$ cat src/rtl/pfs_pkg.sv
package pfs_pkg;

    // Register bus geometry.
    localparam int          ADDR_W          = 8;
    localparam int          DATA_W          = 32;
    localparam int          FIELD_W         = 4;
    localparam int          NUM_PINS        = 9;
    localparam int          NUM_SLOTS       = 5;

    // Register byte addresses.
    localparam logic [7:0]  ADDR_CTRL_18    = 8'h00;
    localparam logic [7:0]  ADDR_CTRL_19    = 8'h04;

    // Reset values.
    localparam logic [31:0] RST_CTRL_18     = 32'h0000_0000;
    localparam logic [31:0] RST_CTRL_19     = 32'h0000_0000;

    // Bits held by this block; all other bits read as zero.
    localparam logic [31:0] IMPL_CTRL_18    = 32'h000f_ffff;
    localparam logic [31:0] IMPL_CTRL_19    = 32'hffff_0000;

    // Field positions (least significant bit of each 4-bit field).
    localparam int          SEL18_B19_16_LSB = 16;
    localparam int          SEL18_B15_12_LSB = 12;
    localparam int          SEL18_B11_8_LSB  = 8;
    localparam int          SEL18_B7_4_LSB   = 4;
    localparam int          SEL18_B3_0_LSB   = 0;
    localparam int          SEL19_B31_28_LSB = 28;
    localparam int          SEL19_B27_24_LSB = 24;
    localparam int          SEL19_B23_20_LSB = 20;
    localparam int          SEL19_B19_16_LSB = 16;

    // Selection codes; each maps to one function slot.
    localparam logic [3:0]  CODE_SLOT0      = 4'h0;
    localparam logic [3:0]  CODE_SLOT1      = 4'h1;
    localparam logic [3:0]  CODE_SLOT2      = 4'h2;
    localparam logic [3:0]  CODE_SLOT3      = 4'h4;
    localparam logic [3:0]  CODE_SLOT4      = 4'h8;

    // Slots that carry a real function on each pin, pin 8 first.
    localparam logic [NUM_PINS-1:0][NUM_SLOTS-1:0] PIN_SLOT_MASK = {
        5'h1f,  // Pin 8: codes 0, 1h, 2h, 4h, 8h.
        5'h1b,  // Pin 7: codes 0, 1h, 4h, 8h.
        5'h15,  // Pin 6: codes 0, 2h, 8h.
        5'h12,  // Pin 5: codes 1h, 8h.
        5'h1f,
        5'h1f,
        5'h1f,
        5'h1f,
        5'h1f
    };

    // Bus responses.
    localparam logic [1:0]  RESP_OKAY       = 2'h0;
    localparam logic [1:0]  RESP_SLVERR     = 2'h2;

endpackage

$ cat src/rtl/pfs_pin_cell.sv
module pfs_pin_cell #(
    parameter logic [4:0] SLOT_MASK = 5'h1f
) (
    input  wire logic       clk,
    input  wire logic       arst_n,
    input  wire logic [3:0] sel,
    input  wire logic [4:0] fn_out,
    input  wire logic [4:0] fn_oe,
    input  wire logic       pin_in,
    output logic            pin_out,
    output logic            pin_oe,
    output logic [4:0]      fn_in
);

    typedef struct packed {
        logic       pin_out;
        logic       pin_oe;
        logic [4:0] fn_in;
    } pfs_cell_st_t;

    pfs_cell_st_t st_r;
    pfs_cell_st_t st_nxt;
    logic [4:0]   slot;

    always_comb begin
        unique case (sel)
            pfs_pkg::CODE_SLOT0: slot = 5'h01;
            pfs_pkg::CODE_SLOT1: slot = 5'h02;
            pfs_pkg::CODE_SLOT2: slot = 5'h04;
            pfs_pkg::CODE_SLOT3: slot = 5'h08;
            pfs_pkg::CODE_SLOT4: slot = 5'h10;
            // Reserved codes route nothing, so the pin floats and no function sees it.
            default:             slot = 5'h00;
        endcase
        slot           = slot & SLOT_MASK;
        st_nxt.pin_out = |(slot & fn_out);
        st_nxt.pin_oe  = |(slot & fn_oe);
        st_nxt.fn_in   = slot & {5{pin_in}};
    end

    always_ff @(posedge clk or negedge arst_n) begin
        if (!arst_n) begin
            st_r <= '0;
        end else begin
            st_r <= st_nxt;
        end
    end

    assign pin_out = st_r.pin_out;
    assign pin_oe  = st_r.pin_oe;
    assign fn_in   = st_r.fn_in;

endmodule // pfs_pin_cell

$ cat src/rtl/pfs_pin_select.sv
// How it works
// Ctrl18 bits 19-16 route pin 0 functions.
// Ctrl18 bits 15-12 route pin 1 functions.
// Ctrl18 bits 11-8 route pin 2 functions.
// Ctrl18 bits 7-4 route pin 3 functions.
// Ctrl18 bits 3-0 route pin 4 functions.
// Ctrl19 bits 31-28: debug clock or GPIO.
// Ctrl19 bits 27-24 route pin 6 functions.
// Ctrl19 bits 23-20 route pin 7 functions.
// Ctrl19 bits 19-16 route pin 8 functions.
// Ctrl19 fields read/write, reset to zero.
// Software never writes reserved codes.
// New code acts next edge; one function.
//
// Local design decisions: the placing of the registers and register access over AXI4-Lite.
module pfs_pin_select (
    input  wire logic                                    CORE_CLK,
    input  wire logic                                    ARST_N,
    input  wire logic [7:0]                              S_AXI_AWADDR,
    input  wire logic [2:0]                              S_AXI_AWPROT,
    input  wire logic                                    S_AXI_AWVALID,
    output logic                                         S_AXI_AWREADY,
    input  wire logic [31:0]                             S_AXI_WDATA,
    input  wire logic [3:0]                              S_AXI_WSTRB,
    input  wire logic                                    S_AXI_WVALID,
    output logic                                         S_AXI_WREADY,
    output logic [1:0]                                   S_AXI_BRESP,
    output logic                                         S_AXI_BVALID,
    input  wire logic                                    S_AXI_BREADY,
    input  wire logic [7:0]                              S_AXI_ARADDR,
    input  wire logic [2:0]                              S_AXI_ARPROT,
    input  wire logic                                    S_AXI_ARVALID,
    output logic                                         S_AXI_ARREADY,
    output logic [31:0]                                  S_AXI_RDATA,
    output logic [1:0]                                   S_AXI_RRESP,
    output logic                                         S_AXI_RVALID,
    input  wire logic                                    S_AXI_RREADY,
    input  wire logic [8:0]                              PIN_IN,
    output logic [8:0]                                   PIN_OUT,
    output logic [8:0]                                   PIN_OE,
    input  wire logic [8:0][4:0]                         FUNC_OUT,
    input  wire logic [8:0][4:0]                         FUNC_OE,
    output logic [8:0][4:0]                              FUNC_IN
);

    typedef struct packed {
        logic        aw_got;
        logic [7:0]  aw_addr;
        logic        w_got;
        logic [31:0] w_data;
        logic [3:0]  w_strb;
        logic        awready;
        logic        wready;
        logic        bvalid;
        logic [1:0]  bresp;
        logic        arready;
        logic        rvalid;
        logic [31:0] rdata;
        logic [1:0]  rresp;
        logic [31:0] ctrl_18;
        logic [31:0] ctrl_19;
    } pfs_state_t;

    pfs_state_t st_r;
    pfs_state_t st_nxt;

    logic [8:0][3:0] pin_sel;
    logic [31:0]     wmask;

    // Field to pin order: pin 0..4 from the first register, 5..8 from the second.
    always_comb begin
        pin_sel[0] = st_r.ctrl_18[pfs_pkg::SEL18_B19_16_LSB +: pfs_pkg::FIELD_W];
        pin_sel[1] = st_r.ctrl_18[pfs_pkg::SEL18_B15_12_LSB +: pfs_pkg::FIELD_W];
        pin_sel[2] = st_r.ctrl_18[pfs_pkg::SEL18_B11_8_LSB +: pfs_pkg::FIELD_W];
        pin_sel[3] = st_r.ctrl_18[pfs_pkg::SEL18_B7_4_LSB +: pfs_pkg::FIELD_W];
        pin_sel[4] = st_r.ctrl_18[pfs_pkg::SEL18_B3_0_LSB +: pfs_pkg::FIELD_W];
        pin_sel[5] = st_r.ctrl_19[pfs_pkg::SEL19_B31_28_LSB +: pfs_pkg::FIELD_W];
        pin_sel[6] = st_r.ctrl_19[pfs_pkg::SEL19_B27_24_LSB +: pfs_pkg::FIELD_W];
        pin_sel[7] = st_r.ctrl_19[pfs_pkg::SEL19_B23_20_LSB +: pfs_pkg::FIELD_W];
        pin_sel[8] = st_r.ctrl_19[pfs_pkg::SEL19_B19_16_LSB +: pfs_pkg::FIELD_W];
    end

    always_comb begin
        st_nxt = st_r;
        wmask  = {{8{st_r.w_strb[3]}}, {8{st_r.w_strb[2]}},
                  {8{st_r.w_strb[1]}}, {8{st_r.w_strb[0]}}};

        // Address and data may arrive in either order; each is held until both are in.
        if (S_AXI_AWVALID && st_r.awready) begin
            st_nxt.aw_got  = 1'b1;
            st_nxt.aw_addr = S_AXI_AWADDR;
        end
        if (S_AXI_WVALID && st_r.wready) begin
            st_nxt.w_got  = 1'b1;
            st_nxt.w_data = S_AXI_WDATA;
            st_nxt.w_strb = S_AXI_WSTRB;
        end

        if (st_r.bvalid && S_AXI_BREADY) begin
            st_nxt.bvalid = 1'b0;
        end

        if (st_r.aw_got && st_r.w_got && !st_r.bvalid) begin
            st_nxt.aw_got = 1'b0;
            st_nxt.w_got  = 1'b0;
            st_nxt.bvalid = 1'b1;
            st_nxt.bresp  = pfs_pkg::RESP_OKAY;
            unique case (st_r.aw_addr)
                pfs_pkg::ADDR_CTRL_18: begin
                    st_nxt.ctrl_18 = ((st_r.ctrl_18 & ~wmask) | (st_r.w_data & wmask))
                                     & pfs_pkg::IMPL_CTRL_18;
                end
                pfs_pkg::ADDR_CTRL_19: begin
                    st_nxt.ctrl_19 = ((st_r.ctrl_19 & ~wmask) | (st_r.w_data & wmask))
                                     & pfs_pkg::IMPL_CTRL_19;
                end
                default: begin
                    st_nxt.bresp = pfs_pkg::RESP_SLVERR;
                end
            endcase
        end

        // Reserved codes are stored as written; the pin cell gives them no route.
        if (st_r.rvalid && S_AXI_RREADY) begin
            st_nxt.rvalid = 1'b0;
        end
        if (S_AXI_ARVALID && st_r.arready) begin
            st_nxt.rvalid = 1'b1;
            st_nxt.rresp  = pfs_pkg::RESP_OKAY;
            unique case (S_AXI_ARADDR)
                pfs_pkg::ADDR_CTRL_18: begin
                    st_nxt.rdata = st_r.ctrl_18;
                end
                pfs_pkg::ADDR_CTRL_19: begin
                    st_nxt.rdata = st_r.ctrl_19;
                end
                default: begin
                    st_nxt.rdata = 32'h0000_0000;
                    st_nxt.rresp = pfs_pkg::RESP_SLVERR;
                end
            endcase
        end

        // Ready flags are registered so every bus output leaves a flip-flop.
        st_nxt.awready = !st_nxt.aw_got && !st_nxt.bvalid;
        st_nxt.wready  = !st_nxt.w_got && !st_nxt.bvalid;
        st_nxt.arready = !st_nxt.rvalid;
    end

    always_ff @(posedge CORE_CLK or negedge ARST_N) begin
        if (!ARST_N) begin
            st_r         <= '0;
            st_r.ctrl_18 <= pfs_pkg::RST_CTRL_18;
            st_r.ctrl_19 <= pfs_pkg::RST_CTRL_19;
        end else begin
            st_r <= st_nxt;
        end
    end

    assign S_AXI_AWREADY = st_r.awready;
    assign S_AXI_WREADY  = st_r.wready;
    assign S_AXI_BVALID  = st_r.bvalid;
    assign S_AXI_BRESP   = st_r.bresp;
    assign S_AXI_ARREADY = st_r.arready;
    assign S_AXI_RVALID  = st_r.rvalid;
    assign S_AXI_RDATA   = st_r.rdata;
    assign S_AXI_RRESP   = st_r.rresp;

    // One registered cell per pin keeps the pin path a single flop deep.
    for (genvar p = 0; p < pfs_pkg::NUM_PINS; p++) begin : g_pin
        pfs_pin_cell #(
            .SLOT_MASK (pfs_pkg::PIN_SLOT_MASK[p])
        ) u_cell (
            .clk     (CORE_CLK),
            .arst_n  (ARST_N),
            .sel     (pin_sel[p]),
            .fn_out  (FUNC_OUT[p]),
            .fn_oe   (FUNC_OE[p]),
            .pin_in  (PIN_IN[p]),
            .pin_out (PIN_OUT[p]),
            .pin_oe  (PIN_OE[p]),
            .fn_in   (FUNC_IN[p])
        );
    end

endmodule // pfs_pin_select

$ cat config.mk
export PLATFORM = sky130hd
export DESIGN_NAME = pfs_pin_select
export DESIGN_NICKNAME = d
export VERILOG_FILES = /design/src/rtl/pfs_pkg.sv /design/src/rtl/pfs_pin_cell.sv /design/src/rtl/pfs_pin_select.sv
export SDC_FILE = /design/constraint.sdc
export NUM_CORES = 1
export LEC_CHECK = 0
export ABC_AREA = 1
export BUFFER_PORTS_ARGS = -buffer_cell sky130_fd_sc_hd__buf_2
export CAP_MARGIN = 20
export CORE_MARGIN = 2
export CORE_UTILIZATION = 25
export CTS_CLUSTER_SIZE = 24
export DETAILED_ROUTE_END_ITERATION = 7
export GPL_TIMING_DRIVEN = 1
export PLACE_DENSITY = 0.45
export SYNTH_ARGS = -nofsm -noshare
export SYNTH_HDL_FRONTEND = slang
export SYNTH_SLANG_ARGS = --single-unit
$ cat constraint.sdc
create_clock -name CORE_CLK -period 1.4 [get_ports CORE_CLK]
set_input_delay 0 -clock CORE_CLK [delete_from_list [all_inputs] [get_ports CORE_CLK]]
set_output_delay 0 -clock CORE_CLK [all_outputs]
set_load 0.05 [all_outputs]
==> reports/qor.csv, run 1 <==
stage;metric;value;unit
route;DR vias/cell;4.24;
critical_path;Worst path most repeated cell;nand2_1;
sta;Peak Freq;0.758;GHz
sta;worst setup margin;0.0815;ns
clock_tree;clk root buf;clkbuf_16;
min_path;HP Class;in -> async;
synthesis;library cells used by synthesis;27;
synthesis;largest cells by area after synthesis;dfrtp_1 (55%), nand2_1 (15%), nand4_1 (5.7%), buf_4 (5.7%), inv_1 (3.4%);
placed_design;gpl congestion;0.790;
global_route;Total GRT Usage;0.143;
cells_and_area;Post-Layout Cell Count;1733;
synthesis;Seq/Total Area, Yosys;0.553;
floorplanning;Core ar.;0.0316;mm²
clock_tree;Worst-path clk slew;0.07;ns
power_and_ir_drop;maximum VDD drop;0.984;mV
power_and_ir_drop;switching pwr;0.00837;W
clock_tree;Bufs on Longest Clock Path;2;
critical_path;CP Data Required Time;1.73;ns
cells_and_area;share of cells above drive strength 1;0.273;
synthesis;Mapped Cells;937;
sta;Tmin final;1.32;ns
critical_path;CP arrival;1.65;ns
global_route;first-pass GRT wire length;38.1;mm
placed_design;Final HPWL DP;17.0;mm
sta;hold slack;0.0518;ns
floorplanning;Ports;268;
route;Remaining DRCs;0;
clock_tree;Clock Latency Late Sink;0.44;ns
power_and_ir_drop;sw frac;0.412;
cells_and_area;nets;1481;
synthesis;Main synth FF type;dfrtp_1;
run_status;status;finished, final reports clean;
placed_design;port buffer count;241;
critical_path;crit-path cells;nand2_2 -> inv_4 -> nand2_1 -> dlygate4sd3_1 -> nand2_1;
power_and_ir_drop;internal power;0.0120;W
clock_tree;TritonCTS Buffers;17;
route;WL final;24.2;mm
route;drt pass-1 iters;4;
route;Starting DRT DRC Count;349;
power_and_ir_drop;Lkg Pwr;6.31;nW
floorplanning;Initial Util;0.255;
critical_path;Slowest-stage cell, CP;dlygate4sd3_1;
floorplanning;FP Rows;65;
floorplanning;area of the die;0.0337;mm²
critical_path;Startpoint Class;flop;
cells_and_area;most common cell after layout, fill and taps aside;nand2_1;
global_route;vias in the first global route;7471;
cells_and_area;most frequent cells in the layout;nand2_1 (326), buf_2 (240), dfrtp_1 (176);
cells_and_area;Final Util;0.372;
sta;RSZ-0062 raised after global routing;yes;
critical_path;Setup CP Type;reg -> reg;
synthesis;synthesized area per cell;8.60;µm²
floorplanning;die height;184;µm
flow_run;Max Cap Viol;0;
global_route;GRT overflow;0;
synthesis;Synth top area share;0.553;
synthesis;ys async rst share;1.00;
clock_tree;clock sinks;178;
synthesis;#FFs+latches synth;178;
sta;Fin Clk Skew;0.0125;ns
synthesis;mapped cell area;0.00806;mm²
sta;Period Utilization, post-route;0.942;
sta;Final Max Slew Viols;0;
synthesis;Yosys warnings;0;
critical_path;CP endpoint kind;flop;
route;routed length per instance;14.0;µm
placed_design;cell count after placement;1544;
power_and_ir_drop;Clock power frac;0.246;
cells_and_area;synthesis-to-finish area growth;46.3;%
sta;TNS Setup;0;ns
sta;# setup viols final;0;
synthesis;area leader, netlist;dfrtp_1;
clock_tree;H-Tree Depth;4;
synthesis;EDFF count, synth;0;
global_route;largest net degree at the start of global routing;39;
cells_and_area;fillers;3287;
critical_path;CP Max Fanout;10;
route;ANT nets after route;0;
critical_path;Crit path largest cell delay;0.55;ns
route;Via Count;7354;
global_route;antenna violations before repair;2;
clock_tree;CTS tree;built;
placed_design;Place WS;0.0338;ns
power_and_ir_drop;Flop pwr share;0.374;
floorplanning;die width;184;µm
power_and_ir_drop;pwr/cell area;1730;mW/mm²
sta;final hold violation count;0;
power_and_ir_drop;Logic pwr share;0.380;
[cells by family after synthesis]
logic type / Yosys count / share of synthesized area
buffers and inverters: 168 / 0.114
AOI/OAI and AO/OA: 24 / 0.0152
and+or+nand+nor: 566 / 0.317
other: 1 / 0.000466
DFF: 178 / 0.553
[path summary, 6_finish.rpt]
check                                start                       end  slack (ns)  cells after the start
max                          S_AXI_AWREADY                 st_r[146]        0.08                      5
min in group CORE_CLK      S_AXI_ARADDR[2]           S_AXI_RDATA[19]        0.10                      7
min                                 ARST_N   g_pin[5].u_cell.pin_out        0.05                      2
max reg2reg                  S_AXI_AWREADY                 st_r[146]        0.08                      5
min reg2reg                   S_AXI_RVALID             S_AXI_ARREADY        0.46                      1
max in group asynchronous           ARST_N  g_pin[8].u_cell.fn_in[2]        0.72                      3
[metrics by stage]
| stage | instance area [µm²] | power, W |
|---|---|---|
| 3_5_place_dp | 9590 | 0.0149 |
| 3_3_place_gp | 9590 | 0.0148 |
| 5_1_grt | 11800 | 0.0217 |
| 6_report | 11800 | 0.0203 |
| 2_1_floorplan | 8080 | 0.0128 |
| 4_1_cts | 11600 | 0.0203 |
[critical path, delay by kind of cell (launching register included)]
kind                   cells  cell delay (ns)
DFF                        1             0.39
buffers and inverters      2             0.61
and+or+nand+nor            3             0.21
[area by class of cell]
cell class	instances	area (µm²)	share of cell area
clock buffer	18	429	0.0364
multi-input combinational	599	2750	0.233
timing repair buffer	441	3160	0.268
clock inverter	14	179	0.0152
inverter	80	308	0.0261
sequential	178	4460	0.378
antenna	1	2.50	0.000212
tap	402	503	0.0427
[repair_timing]
action / in CTS / in global routing
hold buffers: 143 / 0
hold endpoints to repair: 284 / 0
gates cloned: 0 / 1
pin swaps: 0 / 7
buffers inserted: 0 / 13
gates resized for setup: 1 / 10
setup endpoints to repair: 1 / 51
[power groups by stage]
stage / Combinational (W) / Sequential [W] / Clock, W
final: 0.00772 / 0.00760 / 0.00501
after global routing: 0.00853 / 0.00779 / 0.00537
after CTS: 0.00758 / 0.00760 / 0.00515
after detailed placement: 0.00719 / 0.00768 / 0
after global placement: 0.00716 / 0.00765 / 0
after floorplan: 0.00454 / 0.00830 / 0
[per-layer routing]
metal	wire length [µm]	track usage	part of all wire	vias up
li1	-	-	-	3715
met1	11400	0.184	0.47	3441
met2	11500	0.243	0.48	168
met3	871	0.0285	0.036	28
met4	396	0.0448	0.016	2
met5	16	0	0.00066	-
[cell usage after synthesis (3+ instances only)]
| cell | n |
|---|---|
| buf_2 | 14 |
| buf_4 | 61 |
| buf_6 | 3 |
| clkbuf_1 | 7 |
| dfrtp_1 | 178 |
| inv_1 | 73 |
| inv_2 | 7 |
| nand2_1 | 329 |
| nand3_1 | 53 |
| nand3_2 | 3 |
| nand3_4 | 3 |
| nand4_1 | 74 |
| nor2_1 | 65 |
| nor2_2 | 7 |
| nor2_4 | 3 |
| nor3_1 | 11 |
| nor4_1 | 15 |
| o21ai_0 | 20 |
Power figures use the tool's default switching activity.
==> run 2: changes to the inputs <==
--- a/config.mk
+++ b/config.mk
@@ -5,15 +5,15 @@
 export SDC_FILE = /design/constraint.sdc
 export NUM_CORES = 1
 export LEC_CHECK = 0
-export ABC_AREA = 1
+export ABC_AREA = 0
 export BUFFER_PORTS_ARGS = -buffer_cell sky130_fd_sc_hd__buf_2
 export CAP_MARGIN = 20
 export CORE_MARGIN = 2
-export CORE_UTILIZATION = 25
+export CORE_UTILIZATION = 50
 export CTS_CLUSTER_SIZE = 24
 export DETAILED_ROUTE_END_ITERATION = 7
 export GPL_TIMING_DRIVEN = 1
-export PLACE_DENSITY = 0.45
+export PLACE_DENSITY = 0.8
 export SYNTH_ARGS = -nofsm -noshare
 export SYNTH_HDL_FRONTEND = slang
 export SYNTH_SLANG_ARGS = --single-unit
==> run 2 against run 1 <==
Compared with the run above:
- the run now ends with setup timing left
- core utilization up 35 points
- sequential share of layout area up 2.7 points
- cell area down 6.5%
- wire length down 14%
- maximum frequency down 35%
- worst hold slack worse by 0.016 ns
- first-iteration DRC count down 13%
- critical path type unchanged
==> reports/qor.csv, run 2 <==
stage;metric;value;unit;change
synthesis;EDFF count, synth;0;;unchanged
cells_and_area;most frequent cells in the layout;buf_2 (240), dfrtp_1 (174), dlygate4sd3_1 (107);;
route;met2 wire len;11.0;mm;-4.3%
sta;Period Utilization, post-route;1.44;;+0.497
critical_path;CP arrival;2.32;ns;+0.67 ns
sta;Peak Freq;0.497;GHz;-35%
synthesis;Main synth FF type;dfrtp_1;;
power_and_ir_drop;Flop pwr share;0.412;;+0.038
critical_path;CP Data Required Time;1.71;ns;-0.02 ns
route;drt pass-1 iters;5;;+1
power_and_ir_drop;total power;0.0172;W;-15%
route;WL final;20.9;mm;-14%
synthesis;Synth top cells by count;dfrtp_1 (178), mux2_2 (75), buf_4 (61);;
synthesis;top-count cell post-synth;dfrtp_1;;
min_path;HP Class;in -> reg;;
route;highest routed layer;met4;;
power_and_ir_drop;sw frac;0.334;;-0.0772
critical_path;crit-path cells;or4_4 -> or4_4 -> mux2_4;;
placed_design;gpl congestion;0.831;;+5.2%
clock_tree;Worst-path clk slew;0.07;ns;about the same
synthesis;Seq/Total Area, Yosys;0.571;;+0.0178
sta;Tmin final;2.01;ns;+0.695 ns
floorplanning;die height;129;µm;-30%
critical_path;Crit path largest cell delay;0.65;ns;+0.10 ns
cells_and_area;share of cells above drive strength 1;0.441;;+0.168
critical_path;CP endpoint kind;flop;;
synthesis;mapped cell area;0.00780;mm²;-3.1%
global_route;GRT overflow;0;;unchanged
critical_path;sum of buffers and inverters on the critical path;0;;-2
cells_and_area;synthesis-to-finish area growth;41.1;%;
synthesis;synthesized area per cell;12.4;µm²;+44%
synthesis;area leader, netlist;dfrtp_1;;
global_route;vias in the first global route;6397;;-14%
sta;RSZ-0062 raised after global routing;yes;;
critical_path;Slowest-stage cell, CP;or4_4;;
cells_and_area;Final Util;0.724;;+0.352
floorplanning;FP Rows;45;;-31%
power_and_ir_drop;pwr/cell area;1560;mW/mm²;-9.3%
clock_tree;Clock Latency Late Sink;0.43;ns;about the same
cells_and_area;nets;1118;;-25%
power_and_ir_drop;switching pwr;0.00576;W;-31%
synthesis;largest cells by area after synthesis;dfrtp_1 (57%), mux2_2 (11%), buf_4 (5.9%), nand2_1 (2.4%), mux2i_1 (1.9%);;
critical_path;CP Max Fanout;8;;-2
synthesis;Yosys warnings;0;;unchanged
clock_tree;TritonCTS Buffers;17;;unchanged
route;DR vias/cell;5.27;;+24%
global_route;first-pass GRT wire length;33.1;mm;-13%
sta;Fin Clk Skew;0.00971;ns;-0.00282 ns
power_and_ir_drop;maximum VDD drop;0.958;mV;-2.6%
cells_and_area;fillers;976;;-70%
cells_and_area;area occupied by multi-input gates;0.00292;mm²;+6.4%
cells_and_area;Sequential Area;0.00446;mm²;about the same
synthesis;Mapped Cells;630;;-33%
cells_and_area;most common cell after layout, fill and taps aside;buf_2;;
placed_design;Final HPWL DP;13.2;mm;-22%
route;Via Count;6087;;-17%
floorplanning;Core ar.;0.0152;mm²;-52%
global_route;largest net degree at the start of global routing;45;;+15%
critical_path;Worst path most repeated cell;or4_4;;
power_and_ir_drop;Lkg Pwr;5.53;nW;-12%
flow_run;Max Cap Viol;0;;unchanged
floorplanning;die width;129;µm;-30%
sta;final hold violation count;0;;unchanged
placed_design;port buffer count;241;;unchanged
sta;Final Max Slew Viols;0;;unchanged
floorplanning;Ports;268;;unchanged
route;routed length per instance;18.1;µm;+30%
synthesis;ys async rst share;1.00;;unchanged
critical_path;Setup CP Type;reg -> reg;;
route;ANT nets after route;0;;unchanged
critical_path;delay-heaviest family, CP;simple AND/OR/NAND/NOR gates;;
clock_tree;clk root buf;clkbuf_16;;
route;met3 WL;1.18;mm;+36%
global_route;antenna violations before repair;1;;-1
critical_path;Startpoint Class;flop;;
route;Metal-1 WL;8.06;mm;-29%
run_status;status;finished, violations left;;
clock_tree;H-Tree Depth;4;;unchanged
clock_tree;clock sinks;178;;unchanged
synthesis;library cells used by synthesis;48;;+78%
route;Starting DRT DRC Count;302;;-13%
power_and_ir_drop;internal power;0.0115;W;-4.1%
power_and_ir_drop;Clock power frac;0.274;;+0.028
placed_design;Place WS;-0.629;ns;-0.663 ns
sta;TNS Setup;-20.89;ns;-20.89 ns
floorplanning;Initial Util;0.513;;+0.259
synthesis;#FFs+latches synth;178;;unchanged
sta;worst setup margin;-0.614;ns;-0.695 ns
clock_tree;CTS tree;built;;
run_status;violations in the final reports;setup timing;;
global_route;Total GRT Usage;0.260;;+0.117
power_and_ir_drop;Logic pwr share;0.315;;-0.065
sta;# setup viols final;37;;+37
route;Remaining DRCs;0;;unchanged
synthesis;Synth top area share;0.571;;+0.0178
clock_tree;Bufs on Longest Clock Path;2;;unchanged
floorplanning;area of the die;0.0166;mm²;-51%
## run 2: cell type report
| type | instances | share of cell area |
|---|---|---|
| Sequential cell | 178 | 0.405 |
| Tap cell | 188 | 0.0214 |
| Antenna cell | 1 | 0.000227 |
| Clock buffer | 20 | 0.0415 |
| Clock inverter | 12 | 0.0118 |
| Inverter | 8 | 0.00273 |
| Multi-Input combinational cell | 352 | 0.265 |
| Timing Repair Buffer | 397 | 0.252 |
## run 2: repair_timing
| item | CTS | global route |
|---|---|---|
| endpoints found under the setup margin | 36 | 40 |
| hold buffers | 107 | 0 |
| hold endpoints to repair | 284 | 0 |
| buffers inserted | 1 | 0 |
| pin swaps | 4 | 0 |
| resized for setup | 6 | 5 |
## run 2: worst paths after layout
path | from | end | slack, ns | cells after the start
setup / recovery | st_r[147] | flop | -0.61 | 3
hold / removal | FUNC_OUT[15] | g_pin[3].u_cell.pin_out | 0.04 | 4
setup reg to reg | st_r[147] | flop | -0.61 | 3
hold reg to reg | S_AXI_RDATA[21] | S_AXI_RDATA[21] | 0.48 | 2
max in group asynchronous | ARST_N | st_r[131] | 0.75 | 3
min in group asynchronous | ARST_N | S_AXI_RDATA[8] | 0.06 | 2
## run 2: per-layer routing
metal / up-vias / global-route usage
li1: 2792 / -
met1: 2990 / 0.300
met2: 253 / 0.465
met3: 52 / 0.0644
met4: 0 / 0.104
met5: - / 0
## run 2: through the flow
step,area [µm²],instances,hold slack (ns)
global placement,9310,1015,-0.0444
global route,11000,1156,0.0540
CTS,11000,1155,0.00130
finish,11000,1156,0.0356
detailed placement,9310,1015,-0.0486
floorplan,8070,637,-0.296
## run 2: kinds of logic (layout without fill, tap and decap cells)
group,Yosys count,count (layout),share of synthesized area
buffers and inverters,107,437,0.0827
DFF,178,178,0.571
other,1,9,0.000481
AOI/OAI and AO/OA,80,80,0.0739
muxes,98,98,0.143
and+or+nand+nor,166,166,0.129
## run 2: worst register-to-register path: stages, from the launching register on
cell	delay [ns]
dfrtp_1	0.38
or4_4	0.53
or4_4	0.65
mux2_4	0.34
## run 2: power groups by stage
stage	clock, W	sequential, W	combinational, W
detailed placement	0	0.00715	0.00507
global route	0.00501	0.00724	0.00577
finish	0.00471	0.00709	0.00542
floorplan	0	0.00744	0.00351
global placement	0	0.00707	0.00496
CTS	0.00476	0.00706	0.00536
